===== src/inc/tcr_pkg.sv =====
/*
 * constants, field layouts, reset values and timing counts of the
 * transceiver control register bank.
 * assumes a single 200 MHz clock and the register port of tcr_control_regs.
 */
package tcr_pkg;

    // register offsets
    localparam logic [7:0] ADDR_LINE_STATUS  = 8'h02;
    localparam logic [7:0] ADDR_CONV_STATUS  = 8'h03;
    localparam logic [7:0] ADDR_MODE_CONTROL = 8'h04;
    localparam logic [7:0] ADDR_CURRENT_LIMIT_CONFIG = 8'h05;
    localparam logic [7:0] ADDR_IO_CONTROL   = 8'h06;

    // reset values
    localparam logic [7:0] MODE_CONTROL_RESET  = 8'h00;
    localparam logic [7:0] CURRENT_LIMIT_RESET = 8'h00;
    localparam logic [7:0] IO_CONTROL_RESET    = 8'h00;

    // mode_control fields
    localparam int SOFT_RESET_BIT          = 7;
    localparam int HALF_DUPLEX_SELECT_BIT  = 6;
    localparam int PARALLEL_DRIVE_BIT      = 5;
    localparam int ANTIVALENT_BIT          = 4;
    localparam int CONV_DISCONTINUOUS_BIT  = 3;
    localparam int CONV_PULSE_SKIP_BIT     = 2;
    localparam int CONV_SPREAD_BIT         = 1;
    localparam int CONV_DISABLE_BIT        = 0;

    // current_limit_config fields
    localparam int CL_LEVEL_LSB            = 6;
    localparam int CL_DISABLE_BIT          = 5;
    localparam int BLANKING_LSB            = 3;
    localparam int RETRY_OFF_LSB           = 1;
    localparam int AUTO_RETRY_BIT          = 0;

    // io_control fields
    localparam int AUX_REG_DISABLE_BIT     = 7;
    localparam int WAKEUP_DISABLE_BIT      = 6;
    localparam int AUX_RX_DISABLE_BIT      = 5;
    localparam int AUX_RX_FILTER_BIT       = 4;
    localparam int RX_OUT_DISABLE_BIT      = 3;
    localparam int LINE_RX_FILTER_BIT      = 2;
    localparam int AUX_DRIVER_LEVEL_BIT    = 1;
    localparam int LINE_DRIVER_LEVEL_BIT   = 0;

    // status fields
    localparam int MAIN_LINE_LEVEL_BIT     = 7;
    localparam int AUX_LINE_LEVEL_BIT      = 6;
    localparam int CONV_FAULT_BIT          = 1;
    localparam int CONV_READY_BIT          = 0;

    // timing
    localparam int unsigned CLK_MHZ        = 200;
    localparam int unsigned FILTER_TIME_NS = 1000;
    localparam int unsigned FILTER_CYC     = FILTER_TIME_NS * CLK_MHZ / 1000;
    localparam int unsigned BLANK_US_0     = 128;
    localparam int unsigned BLANK_US_1     = 500;
    localparam int unsigned BLANK_US_2     = 1000;
    localparam int unsigned BLANK_US_3     = 5000;
    localparam int unsigned BLANK_CYC_0    = BLANK_US_0 * CLK_MHZ;
    localparam int unsigned BLANK_CYC_1    = BLANK_US_1 * CLK_MHZ;
    localparam int unsigned BLANK_CYC_2    = BLANK_US_2 * CLK_MHZ;
    localparam int unsigned BLANK_CYC_3    = BLANK_US_3 * CLK_MHZ;
    localparam int unsigned RETRY_MS_0     = 50;
    localparam int unsigned RETRY_MS_1     = 100;
    localparam int unsigned RETRY_MS_2     = 200;
    localparam int unsigned RETRY_MS_3     = 500;
    localparam int unsigned RETRY_CYC_0    = RETRY_MS_0 * 1000 * CLK_MHZ;
    localparam int unsigned RETRY_CYC_1    = RETRY_MS_1 * 1000 * CLK_MHZ;
    localparam int unsigned RETRY_CYC_2    = RETRY_MS_2 * 1000 * CLK_MHZ;
    localparam int unsigned RETRY_CYC_3    = RETRY_MS_3 * 1000 * CLK_MHZ;

    typedef enum logic [1:0] {
        TCR_CONV_PWM,
        TCR_CONV_DCM,
        TCR_CONV_PFM
    } tcr_conv_mode_t;

endpackage : tcr_pkg


===== src/inc/tcr_flt_if.sv =====
/*
 * link between the register bank and one receiver glitch filter.
 * assumes the raw level is already synchronous to the clock.
 */
`timescale 1ns/1ps
interface tcr_flt_if;
    logic rawLevel;
    logic filterOn;
    logic cleanLevel;

    modport filt (input rawLevel, input filterOn, output cleanLevel);
    modport user (output rawLevel, output filterOn, input cleanLevel);
endinterface : tcr_flt_if


===== src/hdl/tcr_glitch_filter.sv =====
/*
 * counter-based glitch filter for one receiver.
 * assumes the raw level is synchronous to the clock.
 */
`timescale 1ns/1ps
module tcr_glitch_filter (
    // clock and reset
    input wire logic clock,
    input wire logic rst_n,
    // filter link
    tcr_flt_if.filt  flt
);
    typedef struct packed {
        logic [15:0] count;
        logic        level;
    } tcr_flt_state_t;

    tcr_flt_state_t st_q;
    tcr_flt_state_t st_d;

    always_comb begin
        st_d = st_q;
        if (!flt.filterOn) begin
            st_d.count = 16'h0000;
            st_d.level = flt.rawLevel;
        end else if (flt.rawLevel == st_q.level) begin
            st_d.count = 16'h0000; // glitch shorter than the period is dropped
        end else if (st_q.count == 16'(tcr_pkg::FILTER_CYC - 1)) begin
            st_d.count = 16'h0000;
            st_d.level = flt.rawLevel;
        end else begin
            st_d.count = st_q.count + 16'h0001;
        end
    end

    always_ff @(posedge clock) begin
        if (!rst_n) begin
            st_q <= '0;
        end else begin
            st_q <= st_d;
        end
    end

    assign flt.cleanLevel = st_q.level;
endmodule : tcr_glitch_filter


===== src/hdl/tcr_retry_timer.sv =====
/*
 * fault blanking and auto-retry off timer for one driver.
 * assumes the fault input is synchronous and the counts stay stable.
 */
`timescale 1ns/1ps
module tcr_retry_timer (
    // clock and reset
    input wire logic        clock,
    input wire logic        rst_n,
    // settings
    input wire logic        retryEnable,
    input wire logic [31:0] blankCycles,
    input wire logic [31:0] offCycles,
    // driver
    input wire logic        faultIn,
    output logic            driverOn
);
    typedef enum logic {RT_WATCH, RT_OFF} tcr_rt_state_t;

    typedef struct packed {
        tcr_rt_state_t state;
        logic [31:0]   count;
        logic          on;
    } tcr_rt_t;

    tcr_rt_t st_q;
    tcr_rt_t st_d;

    always_comb begin
        st_d = st_q;
        unique case (st_q.state)
            RT_WATCH: begin
                st_d.on = 1'b1;
                if (!retryEnable || !faultIn) begin
                    st_d.count = 32'h0;
                end else if (st_q.count + 32'h1 >= blankCycles) begin
                    st_d.state = RT_OFF; // fault outlasted blanking
                    st_d.count = 32'h0;
                    st_d.on    = 1'b0;
                end else begin
                    st_d.count = st_q.count + 32'h1;
                end
            end
            RT_OFF: begin
                if (st_q.count + 32'h1 >= offCycles) begin
                    st_d.state = RT_WATCH; // re-enable after off time
                    st_d.count = 32'h0;
                    st_d.on    = 1'b1;
                end else begin
                    st_d.count = st_q.count + 32'h1;
                end
            end
        endcase
    end

    always_ff @(posedge clock) begin
        if (!rst_n) begin
            st_q <= '{state: RT_WATCH, count: 32'h0, on: 1'b1};
        end else begin
            st_q <= st_d;
        end
    end

    assign driverOn = st_q.on;
endmodule : tcr_retry_timer


===== src/hdl/tcr_control_regs.sv =====
/*
 * mode, current-limit and io control registers of the line transceiver,
 * with the driver steering, receiver gating and status they imply.
 * assumes a host serial interface that presents one-cycle read and
 * write strobes with an address, all synchronous to clock.
 */
`timescale 1ns/1ps
module tcr_control_regs #(
    parameter int unsigned BLANK_CYC_0 = tcr_pkg::BLANK_CYC_0,
    parameter int unsigned BLANK_CYC_1 = tcr_pkg::BLANK_CYC_1,
    parameter int unsigned BLANK_CYC_2 = tcr_pkg::BLANK_CYC_2,
    parameter int unsigned BLANK_CYC_3 = tcr_pkg::BLANK_CYC_3,
    parameter int unsigned RETRY_CYC_0 = tcr_pkg::RETRY_CYC_0,
    parameter int unsigned RETRY_CYC_1 = tcr_pkg::RETRY_CYC_1,
    parameter int unsigned RETRY_CYC_2 = tcr_pkg::RETRY_CYC_2,
    parameter int unsigned RETRY_CYC_3 = tcr_pkg::RETRY_CYC_3
) (
    // clock and reset
    input  wire logic       clock,
    input  wire logic       rst_n,
    // register port from the host serial interface
    input  wire logic [7:0] regAddr,
    input  wire logic [7:0] regWrData,
    input  wire logic       regWrEn,
    input  wire logic       regRdEn,
    output logic [7:0]      regRdData,
    // serial port
    output logic            sdoUnused,
    // line side inputs
    input  wire logic       txIn,
    input  wire logic       lineRxIn,
    input  wire logic       auxRxIn,
    input  wire logic       lineFault,
    input  wire logic       auxFault,
    // converter feedback
    input  wire logic       convSoftStartDone,
    input  wire logic       convSteady,
    input  wire logic       convFault,
    // driver controls
    output logic            lineDriveLevel,
    output logic            auxDriveLevel,
    output logic            lineDriverOn,
    output logic            auxDriverOn,
    output logic            currentLimitOn,
    output logic [1:0]      currentLimitLevel,
    output logic [1:0]      faultBlankingTime,
    // receiver pins
    output logic            rxOut,
    output logic            rxOeN,
    output logic            auxLogicPinOut,
    output logic            auxRxOn,
    // converter and supplies
    output logic            convOn,
    output tcr_pkg::tcr_conv_mode_t convMode,
    output logic            convSpread,
    output logic            auxRegulatorOn,
    output logic            wakeupDetectOn
);
    typedef struct packed {
        logic [7:0]               mode;
        logic [7:0]               climit;
        logic [7:0]               ioCtl;
        logic [7:0]               rdData;
        logic                     sdoOff;
        logic                     lineDrv;
        logic                     auxDrv;
        logic                     lineOn;
        logic                     auxOn;
        logic                     clOn;
        logic [1:0]               clLevel;
        logic [1:0]               blank;
        logic                     rx;
        logic                     rxOeN;
        logic                     auxLogic;
        logic                     auxRxOn;
        logic                     convOn;
        tcr_pkg::tcr_conv_mode_t  convMode;
        logic                     convSpread;
        logic                     auxRegOn;
        logic                     wakeOn;
    } tcr_regs_t;

    tcr_regs_t st_q;
    tcr_regs_t st_d;

    tcr_flt_if lineFlt ();
    tcr_flt_if auxFlt ();

    logic        lineOnRaw;
    logic        auxOnRaw;
    logic [31:0] blankCyc;
    logic [31:0] offCyc;
    logic        mainLineLevel;
    logic        auxLineLevel;
    logic        convReady;
    logic        lineSource;
    logic        autoRetry;

    function automatic logic [31:0] pickCycles(input logic [1:0]  sel,
                                               input logic [31:0] c0,
                                               input logic [31:0] c1,
                                               input logic [31:0] c2,
                                               input logic [31:0] c3);
        logic [31:0] r;
        unique case (sel)
            2'h0: r = c0;
            2'h1: r = c1;
            2'h2: r = c2;
            2'h3: r = c3;
        endcase
        return r;
    endfunction : pickCycles

    assign lineFlt.rawLevel = lineRxIn;
    assign lineFlt.filterOn = st_q.ioCtl[tcr_pkg::LINE_RX_FILTER_BIT];
    assign auxFlt.rawLevel  = auxRxIn;
    assign auxFlt.filterOn  = st_q.ioCtl[tcr_pkg::AUX_RX_FILTER_BIT];

    tcr_glitch_filter u_line_filter (
        .clock (clock),
        .rst_n (rst_n),
        .flt   (lineFlt.filt)
    );

    tcr_glitch_filter u_aux_filter (
        .clock (clock),
        .rst_n (rst_n),
        .flt   (auxFlt.filt)
    );

    assign autoRetry = st_q.climit[tcr_pkg::AUTO_RETRY_BIT];
    assign blankCyc  = pickCycles(st_q.climit[tcr_pkg::BLANKING_LSB +: 2],
                                  32'(BLANK_CYC_0), 32'(BLANK_CYC_1),
                                  32'(BLANK_CYC_2), 32'(BLANK_CYC_3));
    assign offCyc    = pickCycles(st_q.climit[tcr_pkg::RETRY_OFF_LSB +: 2],
                                  32'(RETRY_CYC_0), 32'(RETRY_CYC_1),
                                  32'(RETRY_CYC_2), 32'(RETRY_CYC_3));

    tcr_retry_timer u_line_retry (
        .clock       (clock),
        .rst_n       (rst_n),
        .retryEnable (autoRetry),
        .blankCycles (blankCyc),
        .offCycles   (offCyc),
        .faultIn     (lineFault),
        .driverOn    (lineOnRaw)
    );

    tcr_retry_timer u_aux_retry (
        .clock       (clock),
        .rst_n       (rst_n),
        .retryEnable (autoRetry),
        .blankCycles (blankCyc),
        .offCycles   (offCyc),
        .faultIn     (auxFault),
        .driverOn    (auxOnRaw)
    );

    // status reads: a set level bit means the line is low
    assign mainLineLevel = !st_q.ioCtl[tcr_pkg::RX_OUT_DISABLE_BIT]
                           && !lineFlt.cleanLevel;
    assign auxLineLevel  = !st_q.ioCtl[tcr_pkg::AUX_RX_DISABLE_BIT]
                           && !auxFlt.cleanLevel;
    // disabled converter reports ready so software polling does not stall
    assign convReady = st_q.mode[tcr_pkg::CONV_DISABLE_BIT]
                       || (convSteady && !convFault);
    assign lineSource = txIn | st_q.ioCtl[tcr_pkg::LINE_DRIVER_LEVEL_BIT];

    always_comb begin
        st_d = st_q;

        // register writes
        if (regWrEn) begin
            unique case (regAddr)
                tcr_pkg::ADDR_MODE_CONTROL: begin
                    if (regWrData[tcr_pkg::SOFT_RESET_BIT]) begin
                        // soft reset is never stored, so it reads back zero
                        st_d.mode   = tcr_pkg::MODE_CONTROL_RESET;
                        st_d.climit = tcr_pkg::CURRENT_LIMIT_RESET;
                        st_d.ioCtl  = tcr_pkg::IO_CONTROL_RESET;
                    end else begin
                        st_d.mode = regWrData;
                    end
                end
                tcr_pkg::ADDR_CURRENT_LIMIT_CONFIG: st_d.climit = regWrData;
                tcr_pkg::ADDR_IO_CONTROL:           st_d.ioCtl  = regWrData;
                default: ;
            endcase
        end

        // register reads, unmapped offsets answer zero
        if (regRdEn) begin
            st_d.rdData = 8'h00;
            unique case (regAddr)
                tcr_pkg::ADDR_LINE_STATUS: begin
                    st_d.rdData[tcr_pkg::MAIN_LINE_LEVEL_BIT] = mainLineLevel;
                    st_d.rdData[tcr_pkg::AUX_LINE_LEVEL_BIT]  = auxLineLevel;
                end
                tcr_pkg::ADDR_CONV_STATUS: begin
                    st_d.rdData[tcr_pkg::CONV_FAULT_BIT] = convFault;
                    st_d.rdData[tcr_pkg::CONV_READY_BIT] = convReady;
                end
                tcr_pkg::ADDR_MODE_CONTROL:         st_d.rdData = st_q.mode;
                tcr_pkg::ADDR_CURRENT_LIMIT_CONFIG: st_d.rdData = st_q.climit;
                tcr_pkg::ADDR_IO_CONTROL:           st_d.rdData = st_q.ioCtl;
                default:                            st_d.rdData = 8'h00;
            endcase
        end

        // serial port form
        st_d.sdoOff = st_q.mode[tcr_pkg::HALF_DUPLEX_SELECT_BIT];

        // driver levels
        st_d.lineDrv = lineSource;
        if (!st_q.mode[tcr_pkg::PARALLEL_DRIVE_BIT]) begin
            st_d.auxDrv = st_q.ioCtl[tcr_pkg::AUX_DRIVER_LEVEL_BIT];
        end else if (st_q.mode[tcr_pkg::ANTIVALENT_BIT]) begin
            st_d.auxDrv = !lineSource;
        end else begin
            st_d.auxDrv = lineSource;
        end
        st_d.lineOn = lineOnRaw;
        st_d.auxOn  = auxOnRaw;

        // current limit
        st_d.clOn    = !st_q.climit[tcr_pkg::CL_DISABLE_BIT];
        st_d.clLevel = st_q.climit[tcr_pkg::CL_LEVEL_LSB +: 2];
        st_d.blank   = st_q.climit[tcr_pkg::BLANKING_LSB +: 2];

        // receivers
        st_d.rxOeN    = st_q.ioCtl[tcr_pkg::RX_OUT_DISABLE_BIT];
        st_d.rx       = lineFlt.cleanLevel;
        st_d.auxRxOn  = !st_q.ioCtl[tcr_pkg::AUX_RX_DISABLE_BIT];
        st_d.auxLogic = !st_q.ioCtl[tcr_pkg::AUX_RX_DISABLE_BIT]
                        && auxFlt.cleanLevel;

        // converter: mode applies only once soft-start has finished
        st_d.convOn = !st_q.mode[tcr_pkg::CONV_DISABLE_BIT];
        if (!convSoftStartDone) begin
            st_d.convMode = tcr_pkg::TCR_CONV_PWM;
        end else if (st_q.mode[tcr_pkg::CONV_PULSE_SKIP_BIT]) begin
            st_d.convMode = tcr_pkg::TCR_CONV_PFM;
        end else if (st_q.mode[tcr_pkg::CONV_DISCONTINUOUS_BIT]) begin
            st_d.convMode = tcr_pkg::TCR_CONV_DCM;
        end else begin
            st_d.convMode = tcr_pkg::TCR_CONV_PWM;
        end
        st_d.convSpread = st_q.mode[tcr_pkg::CONV_SPREAD_BIT];

        // supplies and wake-up
        st_d.auxRegOn = !st_q.ioCtl[tcr_pkg::AUX_REG_DISABLE_BIT];
        st_d.wakeOn   = !st_q.ioCtl[tcr_pkg::WAKEUP_DISABLE_BIT];
    end

    always_ff @(posedge clock) begin
        if (!rst_n) begin
            st_q          <= '0;
            st_q.mode     <= tcr_pkg::MODE_CONTROL_RESET;
            st_q.climit   <= tcr_pkg::CURRENT_LIMIT_RESET;
            st_q.ioCtl    <= tcr_pkg::IO_CONTROL_RESET;
            st_q.lineOn   <= 1'b1;
            st_q.auxOn    <= 1'b1;
            st_q.clOn     <= 1'b1;
            st_q.auxRxOn  <= 1'b1;
            st_q.convOn   <= 1'b1;
            st_q.convMode <= tcr_pkg::TCR_CONV_PWM;
            st_q.auxRegOn <= 1'b1;
            st_q.wakeOn   <= 1'b1;
        end else begin
            st_q <= st_d;
        end
    end

    assign regRdData         = st_q.rdData;
    assign sdoUnused         = st_q.sdoOff;
    assign lineDriveLevel    = st_q.lineDrv;
    assign auxDriveLevel     = st_q.auxDrv;
    assign lineDriverOn      = st_q.lineOn;
    assign auxDriverOn       = st_q.auxOn;
    assign currentLimitOn    = st_q.clOn;
    assign currentLimitLevel = st_q.clLevel;
    assign faultBlankingTime = st_q.blank;
    assign rxOut             = st_q.rx;
    assign rxOeN             = st_q.rxOeN;
    assign auxLogicPinOut    = st_q.auxLogic;
    assign auxRxOn           = st_q.auxRxOn;
    assign convOn            = st_q.convOn;
    assign convMode          = st_q.convMode;
    assign convSpread        = st_q.convSpread;
    assign auxRegulatorOn    = st_q.auxRegOn;
    assign wakeupDetectOn    = st_q.wakeOn;
endmodule : tcr_control_regs


===== config.mk =====
export PLATFORM = sky130hd
export DESIGN_NAME = tcr_control_regs
export DESIGN_NICKNAME = d
export VERILOG_FILES = /design/src/inc/tcr_pkg.sv /design/src/inc/tcr_flt_if.sv /design/src/hdl/tcr_glitch_filter.sv /design/src/hdl/tcr_retry_timer.sv /design/src/hdl/tcr_control_regs.sv
export SDC_FILE = /design/constraint.sdc
export NUM_CORES = 1
export LEC_CHECK = 0
export ABC_AREA = 1
export BUFFER_PORTS_ARGS = -buffer_cell sky130_fd_sc_hd__buf_2
export CORE_UTILIZATION = 40
export DETAILED_ROUTE_END_ITERATION = 16
export GPL_TIMING_DRIVEN = 0
export PLACE_DENSITY_LB_ADDON = 0.25
export SETUP_SLACK_MARGIN = 0.3
export SLEW_MARGIN = 20
export SYNTH_ARGS = -nofsm -noshare
export SYNTH_HDL_FRONTEND = slang
export SYNTH_SLANG_ARGS = --single-unit

===== constraint.sdc =====
create_clock -name clock -period 3.5 [get_ports clock]
set_clock_uncertainty 0.15 [all_clocks]
set_input_delay 1.05 -clock clock [delete_from_list [all_inputs] [get_ports clock]]
set_output_delay 1.05 -clock clock [all_outputs]
set_load 0.02 [all_outputs]

Yosys cells after proc, flatten, opt, wreduce, memory -nomap -nowiden
Cells that the tools add are included.
{"block": "op_classes", "addsub": 4, "muxes": 39, "eq_ne": 22, "n_reduce_logical": 33, "magnitude_cmp": 4, "bitwise": 7}
{"cell": "$pmux W32 S4", "n": 2}
{"cell": "$mux W32", "n": 6}
{"cell": "$pmux W34 S2", "n": 2}
{"cell": "$ge A32 B32 Y1", "n": 4}
{"cell": "$add A32 B1 Y32 const B", "n": 2}
{"cell": "$add A16 B1 Y16 const B", "n": 2}
{"cell": "$eq A16 B8 Y1 const B", "n": 2}
{"cell": "$pmux W8 S2", "n": 2}
{"cell": "$eq A8 B3 Y1 const B", "n": 3}
{"cell": "$mux W1", "n": 21}
{"cell": "$eq A8 B2 Y1 const B", "n": 2}
{"cell": "$mux W16", "n": 1}
{"cell": "$pmux W2 S4", "n": 2}
{"cell": "$logic_not A1 Y1", "n": 13}
{"cell": "$pmux W4 S3", "n": 1}
{"cell": "$ne A2 B2 Y1 const B", "n": 5}
{"cell": "$eq A2 B2 Y1 const B", "n": 4}
{"cell": "$reduce_and A2 Y1", "n": 4}
{"cell": "$reduce_or A4 Y1", "n": 2}
{"cell": "$mux W7", "n": 1}
{"cell": "$not A1 Y1", "n": 6}
{"cell": "$reduce_and A3 Y1", "n": 2}
{"cell": "$eq A2 B1 Y1 const B", "n": 2}
{"cell": "$logic_and A1 B1 Y1", "n": 4}
{"cell": "other kinds (8)", "n": 14}
{"block": "word_totals", "out_inout_bits": 28, "reg_bits": 154, "wordCells": 141, "in_bits": 28}

Depth between registers and ports, before layout
{"block": "depth", "word_depth": 6, "mapped_depth": 24}

By module
Synthesis repeated with hierarchy kept, for this count alone.
{"block": "unflattened", "hier_cells": 1662, "hier_area_um2": 11187.0}
{"module": "tcr_retry_timer", "area_each_um2": 3563.4, "cells_per_inst": 552, "n_inst": 2}
{"module": "tcr_control_regs", "area_each_um2": 2328.5, "cells_per_inst": 314, "n_inst": 1}
{"module": "tcr_glitch_filter", "area_each_um2": 865.8, "cells_per_inst": 122, "n_inst": 2}

Least setup slack after synthesis
OpenSTA, ideal clock, no wires.
{"block": "synth_path", "kind": "register to register", "start": "register u_line_retry.st_q[1] (netlist bit)", "end": "register u_line_retry.st_q[6] (netlist bit)", "stages_incl_launch_ff": 22, "synth_period_minus_slack_ns": 3.301, "n_path_buf": 1, "required_time_ns": 3.226, "slack_ns": 0.199, "arrival_ns": 3.026, "cell_sequence": "dfxtp_1 nand3_2 nor2_4 nand2_2 nor2_1 nand2_1 or3_1 xor2_1 inv_1 ha_1 inv_1 nor2_1 nand4_1 nor4_1 nand4_1 nand3_1 nand2_1 nand2_2 nand2_2 nand2_4 buf_12 nor2_4"}
{"block": "synth_between", "elab_chain_cells": 5, "elab_cells_between_ends": 7, "cone_classes": "1 x add/sub; 2 x order compare; 4 x mux"}
{"element": "from (decl)", "line_no": "tcr_retry_timer.sv:26", "rtl": "tcr_rt_t st_q;"}
{"element": "from (signal assigned)", "line_no": "tcr_retry_timer.sv:58", "rtl": "st_q <= '{state: RT_WATCH, count: 32'h0, on: 1'b1};"}
{"element": "from (signal assigned)", "line_no": "tcr_retry_timer.sv:60", "rtl": "st_q <= st_d;"}
{"element": "$add A32 B1 Y32 *"}
{"element": "$ge A32 B32 Y1", "line_no": "tcr_retry_timer.sv:36", "rtl": "end else if (st_q.count + 32'h1 >= blankCycles) begin"}
{"element": "$mux W32", "line_no": "tcr_retry_timer.sv:36"}
{"element": "$mux W32", "line_no": "tcr_retry_timer.sv:34", "rtl": "if (!retryEnable || !faultIn) begin"}
{"element": "$pmux W34 S2 *", "line_no": "tcr_retry_timer.sv:31", "rtl": "unique case (st_q.state)"}
Mark *: on every way between the ends. The rest lies on a longest branch, timed or not.
A chain may end at the register's enable or synchronous reset.

Final worst setup path
{"block": "layout_path", "start": "register u_line_retry.st_q[3] (netlist bit)", "end": "register u_line_retry.st_q[6] (netlist bit)"}
Same word-level chain as after synthesis.

==> out/results.md <==
| Quantity | Reported | Unit |
|:---|:---|:---|
| Cells on worst reg2reg path | 21 | - |
| Power density normalized to cell area | 316 | mW/mm2 |
| Clock Sink Count | 153 | - |
| Max cap viols | 0 | - |
| Clk pwr share | 0.507 | - |
| Via count of the first global-routing pass | 8139 | - |
| Top cell type by total area after synthesis | sky130_fd_sc_hd__dfxtp_1 | - |
| Top achievable clock speed | 290 | MHz |
| Launch instance of the worst register-to-register path | u_line_retry.st_q[3]$_SDFF_PN0_ | - |
| CTS max path bufs | 2 | - |
| Layout cell share with drive strength beyond 1 | 0.243 | - |
| Die Area | 0.0237 | mm2 |
| Share of synthesized registers carrying an async set or reset | 0 | - |
| Total core area | 0.0226 | mm2 |
| Fill cells | 2111 | - |
| Number of buffers created by CTS | 17 | - |
| Max IR drop VDD | 0.321 | mV |
| Buf+Inv Stages, Crit Path | 3 | - |
| Crit-path leading delay family | simple AND/OR/NAND/NOR gates | - |
| Post-detailed-route wirelength per cell | 14.0 | um |
| Reg-to-reg setup timing slack | 0.05 | ns |
| Count of distinct cell types in the synthesized netlist | 50 | - |
| Kind of critical path | reg -> reg | - |
| Most frequent cells after synthesis | 299 x sky130_fd_sc_hd__nand2_1, 179 x sky130_fd_sc_hd__inv_1, 165 x sky130_fd_sc_hd__nor2_1 | - |
| Status | finished, final reports clean | - |
| Synth warn | 0 | - |
| Critical path peak fanout | 6 | - |
| CP endpoint | u_line_retry.st_q[6]$_SDFF_PN0_ | - |
| Worst hold path type | reg -> reg | - |
| Post-synth EDFFs | 0 | - |
| Number of max-slew violations in the final report | 0 | - |
| Final Routed Wirelength | 24.2 | mm |
| Area of the mapped netlist | 0.00923 | mm2 |
| Final non-filler cell area | 0.0118 | mm2 |
| Total placed cells including tap cells | 1635 | - |
| Hold violation total from the final report | 0 | - |
| Gate Count Post-Synth | 1287 | - |
| Largest net degree at the start of global routing | 20 | - |
| Area occupied by registers | 0.00310 | mm2 |
| Largest stage delay, worst path | 0.39 | ns |
| Placed Instance Area | 0.00991 | mm2 |
| Relative max-transition margin | 0.542 | - |
| Row cnt | 55 | - |
| Effective utilization at floorplan | 0.408 | - |
| Period minus WS final | 3.45 | ns |
| Worst Setup End Kind | flop | - |
| Power after layout | 3.72 | mW |
| Die H | 154 | um |
| Via density | 4.95 | - |
| Worst endpoint required time | 3.65 | ns |
| Largest cells by area after synthesis | sky130_fd_sc_hd__dfxtp_1 33%, sky130_fd_sc_hd__nand2_1 12%, sky130_fd_sc_hd__ha_1 11%, sky130_fd_sc_hd__inv_1 7.3%, sky130_fd_sc_hd__nor2_1 6.7% | - |
| Clock transition time at the flip-flop clock pins of the worst setup and hold paths | 0.08 | ns |
| Kind of start point of the critical path | flop | - |
| Number of I/O pins | 56 | - |
| Series of cell instances along the critical path | nand3_4, nor2_4, nand2_4, nor2_4, nand2_2, or3_4, xor2_4, inv_2, ha_4, inv_2, nor2_1, nand4_1, nor4_2, nand4_1, nand3_2, nand2_2, nand2_4, nand2_4, nand2_8, buf_12, nor2_4 | - |
| Buffer type at the clock tree root | sky130_fd_sc_hd__clkbuf_16 | - |
| Net switching share of the total power | 0.262 | - |
| Synthesis-stage register bit count | 153 | - |
| Global-route wire length before repair | 39.4 | mm |
| Sequential share of the synthesized area | 0.332 | - |
| Slowest stage cell, crit path | sky130_fd_sc_hd__dfxtp_4 | - |
| Transition time at the pin with the least slew margin | 0.681 | ns |
| Net count, final | 1539 | - |
| Count of antenna-violating nets left after detailed routing | 0 | - |
| Layout-stage area growth over the synthesis result | 27.7 | % |
| Number of setup violations in the final report | 0 | - |
| Yosys top cell area share | 0.332 | - |
| Via count | 8542 | - |
| DRC marker count from the first detailed-route iteration | 389 | - |
| Total leakage power | 5.05 | nW |
| Final Cycle Share | 0.985 | - |
| Path length in cells of the critical path | 21 | - |
| Minimum hold slack | 0.279 | ns |
| Start point of the critical path | u_line_retry.st_q[3]$_SDFF_PN0_ | - |
| Remaining global-route overflow | 0 | - |
| CTS tree | done | - |
| Post-detailed-route DRC marker count | 0 | - |
| Length of the first detailed-routing pass in iterations | 6 | - |
| Multi-input combinational cell area | 0.00596 | mm2 |
| Skew-Pair Late Insertion Delay | 0.44 | ns |
| Seq pwr share | 0.470 | - |
| Combinational Power Share | 0.023 | - |
| Die outline width | 154 | um |
| Mean area per synthesized cell | 7.17 | um2 |
| Arrival @ worst endpoint | 3.60 | ns |
| Most frequent cell after synthesis | sky130_fd_sc_hd__nand2_1 | - |
| Total half-perimeter wirelength after legalization and detailed placement | 17.8 | mm |
| Fin cells | 1727 | - |
| Clock H-tree levels | 4 | - |
| Count of input and output buffers | 54 | - |
| Main flop type after synthesis | sky130_fd_sc_hd__dfxtp_1 | - |
| Net Sw Power | 0.975 | mW |
| Cell internal power dissipation | 2.75 | mW |
| Unrepaired setup endpoints after global routing | true | - |
| Endpoint of the worst-slack reg-to-reg timing path | u_line_retry.st_q[6]$_SDFF_PN0_ | - |
| Initial antenna violation count | 1 | - |
| Combined global-route utilization of all metal layers | 0.209 | - |
| Final weighted congestion in routability-driven placement | 0.931 | - |
state kept, by name, summed over array words and instances (netlist names), 2 cells and up:
register            cells
u_line_retry.st_q      33
regRdData               8
u_aux_retry.st_q       33
u_aux_filter.st_q      16
u_line_filter.st_q     16
currentLimitLevel       2
st_d                    7
st_q                   13
convMode                2
faultBlankingTime       2
per-stage QoR:
| stage | setup WS, ns | utilization | TNS (ns) |
|---|---|---|---|
| finish | 0.0528 | 0.520 | 0 |
| global route | -0.152 | 0.520 | -3.28 |
| CTS | 0.134 | 0.500 | 0 |
| detailed placement | -0.584 | 0.438 | -23.08 |
| global placement | -0.592 | 0.438 | -26.28 |
| floorplan | 0.302 | - | 0 |
cell type report:
type | instances | area share
clock inverters | 15 | 0.0172
well taps | 285 | 0.0303
multi-input cells | 935 | 0.506
flip-flops and latches | 153 | 0.263
repair buffers | 113 | 0.0708
diodes | 1 | 0.000212
clock buffers | 17 | 0.0361
plain buffers | 26 | 0.0186
inverters | 182 | 0.0580
kinds of logic (layout without fill, tap and decap cells):
group	after synthesis	in the layout	synth area share
other	1	11	0.000406
buffers and inverters	208	353	0.0964
AOI/OAI and AO/OA	126	126	0.0800
adders and majority gates	83	83	0.113
xor gates and xnor gates	35	35	0.0332
DFF	153	153	0.332
and+or+nand+nor	681	681	0.345
power by group through the flow:
stage / logic (mW) / registers [mW] / clock network (mW)
3_3_place_gp: 0.0812 / 1.80 / 0
3_5_place_dp: 0.0817 / 1.80 / 0
2_1_floorplan: 0.0438 / 1.80 / 0
6_report: 0.0847 / 1.75 / 1.89
5_1_grt: 0.0948 / 1.75 / 2.00
4_1_cts: 0.0828 / 1.75 / 1.93
cell usage in the layout, fill, tap and decap left out, types with 11 or more instances in the layout:
cell | netlist | layout
sky130_fd_sc_hd__nand3_1 | 60 | 51
sky130_fd_sc_hd__nor2_4 | 27 | 45
sky130_fd_sc_hd__nand2_2 | 7 | 13
sky130_fd_sc_hd__dfxtp_1 | 153 | 137
sky130_fd_sc_hd__buf_2 | 1 | 55
sky130_fd_sc_hd__o21ai_0 | 25 | 21
sky130_fd_sc_hd__xor2_2 | 0 | 13
sky130_fd_sc_hd__ha_1 | 83 | 74
sky130_fd_sc_hd__nand4_1 | 24 | 24
sky130_fd_sc_hd__nor2_2 | 18 | 32
sky130_fd_sc_hd__clkbuf_16 | 0 | 17
sky130_fd_sc_hd__inv_1 | 179 | 174
sky130_fd_sc_hd__xor2_1 | 31 | 16
sky130_fd_sc_hd__nor3_1 | 28 | 27
sky130_fd_sc_hd__nand2_1 | 299 | 285
sky130_fd_sc_hd__nand2_4 | 4 | 11
sky130_fd_sc_hd__a21oi_1 | 56 | 51
sky130_fd_sc_hd__buf_4 | 14 | 57
sky130_fd_sc_hd__nor2_1 | 165 | 133
sky130_fd_sc_hd__buf_6 | 3 | 12
sky130_fd_sc_hd__o22ai_1 | 12 | 12
layer usage:
layer | vias to the layer above | global-route usage | wire length (um)
met5 | - | 0 | 0
met4 | 0 | 0.0719 | 556
met1 | 3875 | 0.266 | 11200
met2 | 213 | 0.353 | 11400
met3 | 42 | 0.0375 | 1100
li1 | 4412 | - | -
timing repair:
| item | 4_1_cts | 5_1_grt |
|---|---|---|
| pin swaps | 37 | 37 |
| setup endpoints to repair | 58 | 58 |
| hold buffers | 0 | 0 |
| buffers inserted | 40 | 15 |
| gates resized for setup | 94 | 84 |
| gates cloned | 4 | 0 |
worst min-delay path by stage:
stage,start,end,slack (ns),cells past startpoint
2_1_floorplan,st_q[34]$_SDFFE_PN0P_,wakeupDetectOn$_SDFF_PN1_,0.23,1
3_3_place_gp,st_q[34]$_SDFFE_PN0P_,wakeupDetectOn$_SDFF_PN1_,0.26,1
3_5_place_dp,st_q[34]$_SDFFE_PN0P_,wakeupDetectOn$_SDFF_PN1_,0.26,1
4_1_cts,st_q[34]$_SDFFE_PN0P_,wakeupDetectOn$_SDFF_PN1_,0.28,1
5_1_grt,st_q[34]$_SDFFE_PN0P_,wakeupDetectOn$_SDFF_PN1_,0.28,1
6_report,st_q[34]$_SDFFE_PN0P_,wakeupDetectOn$_SDFF_PN1_,0.28,1
Power figures use the tool's default switching activity.
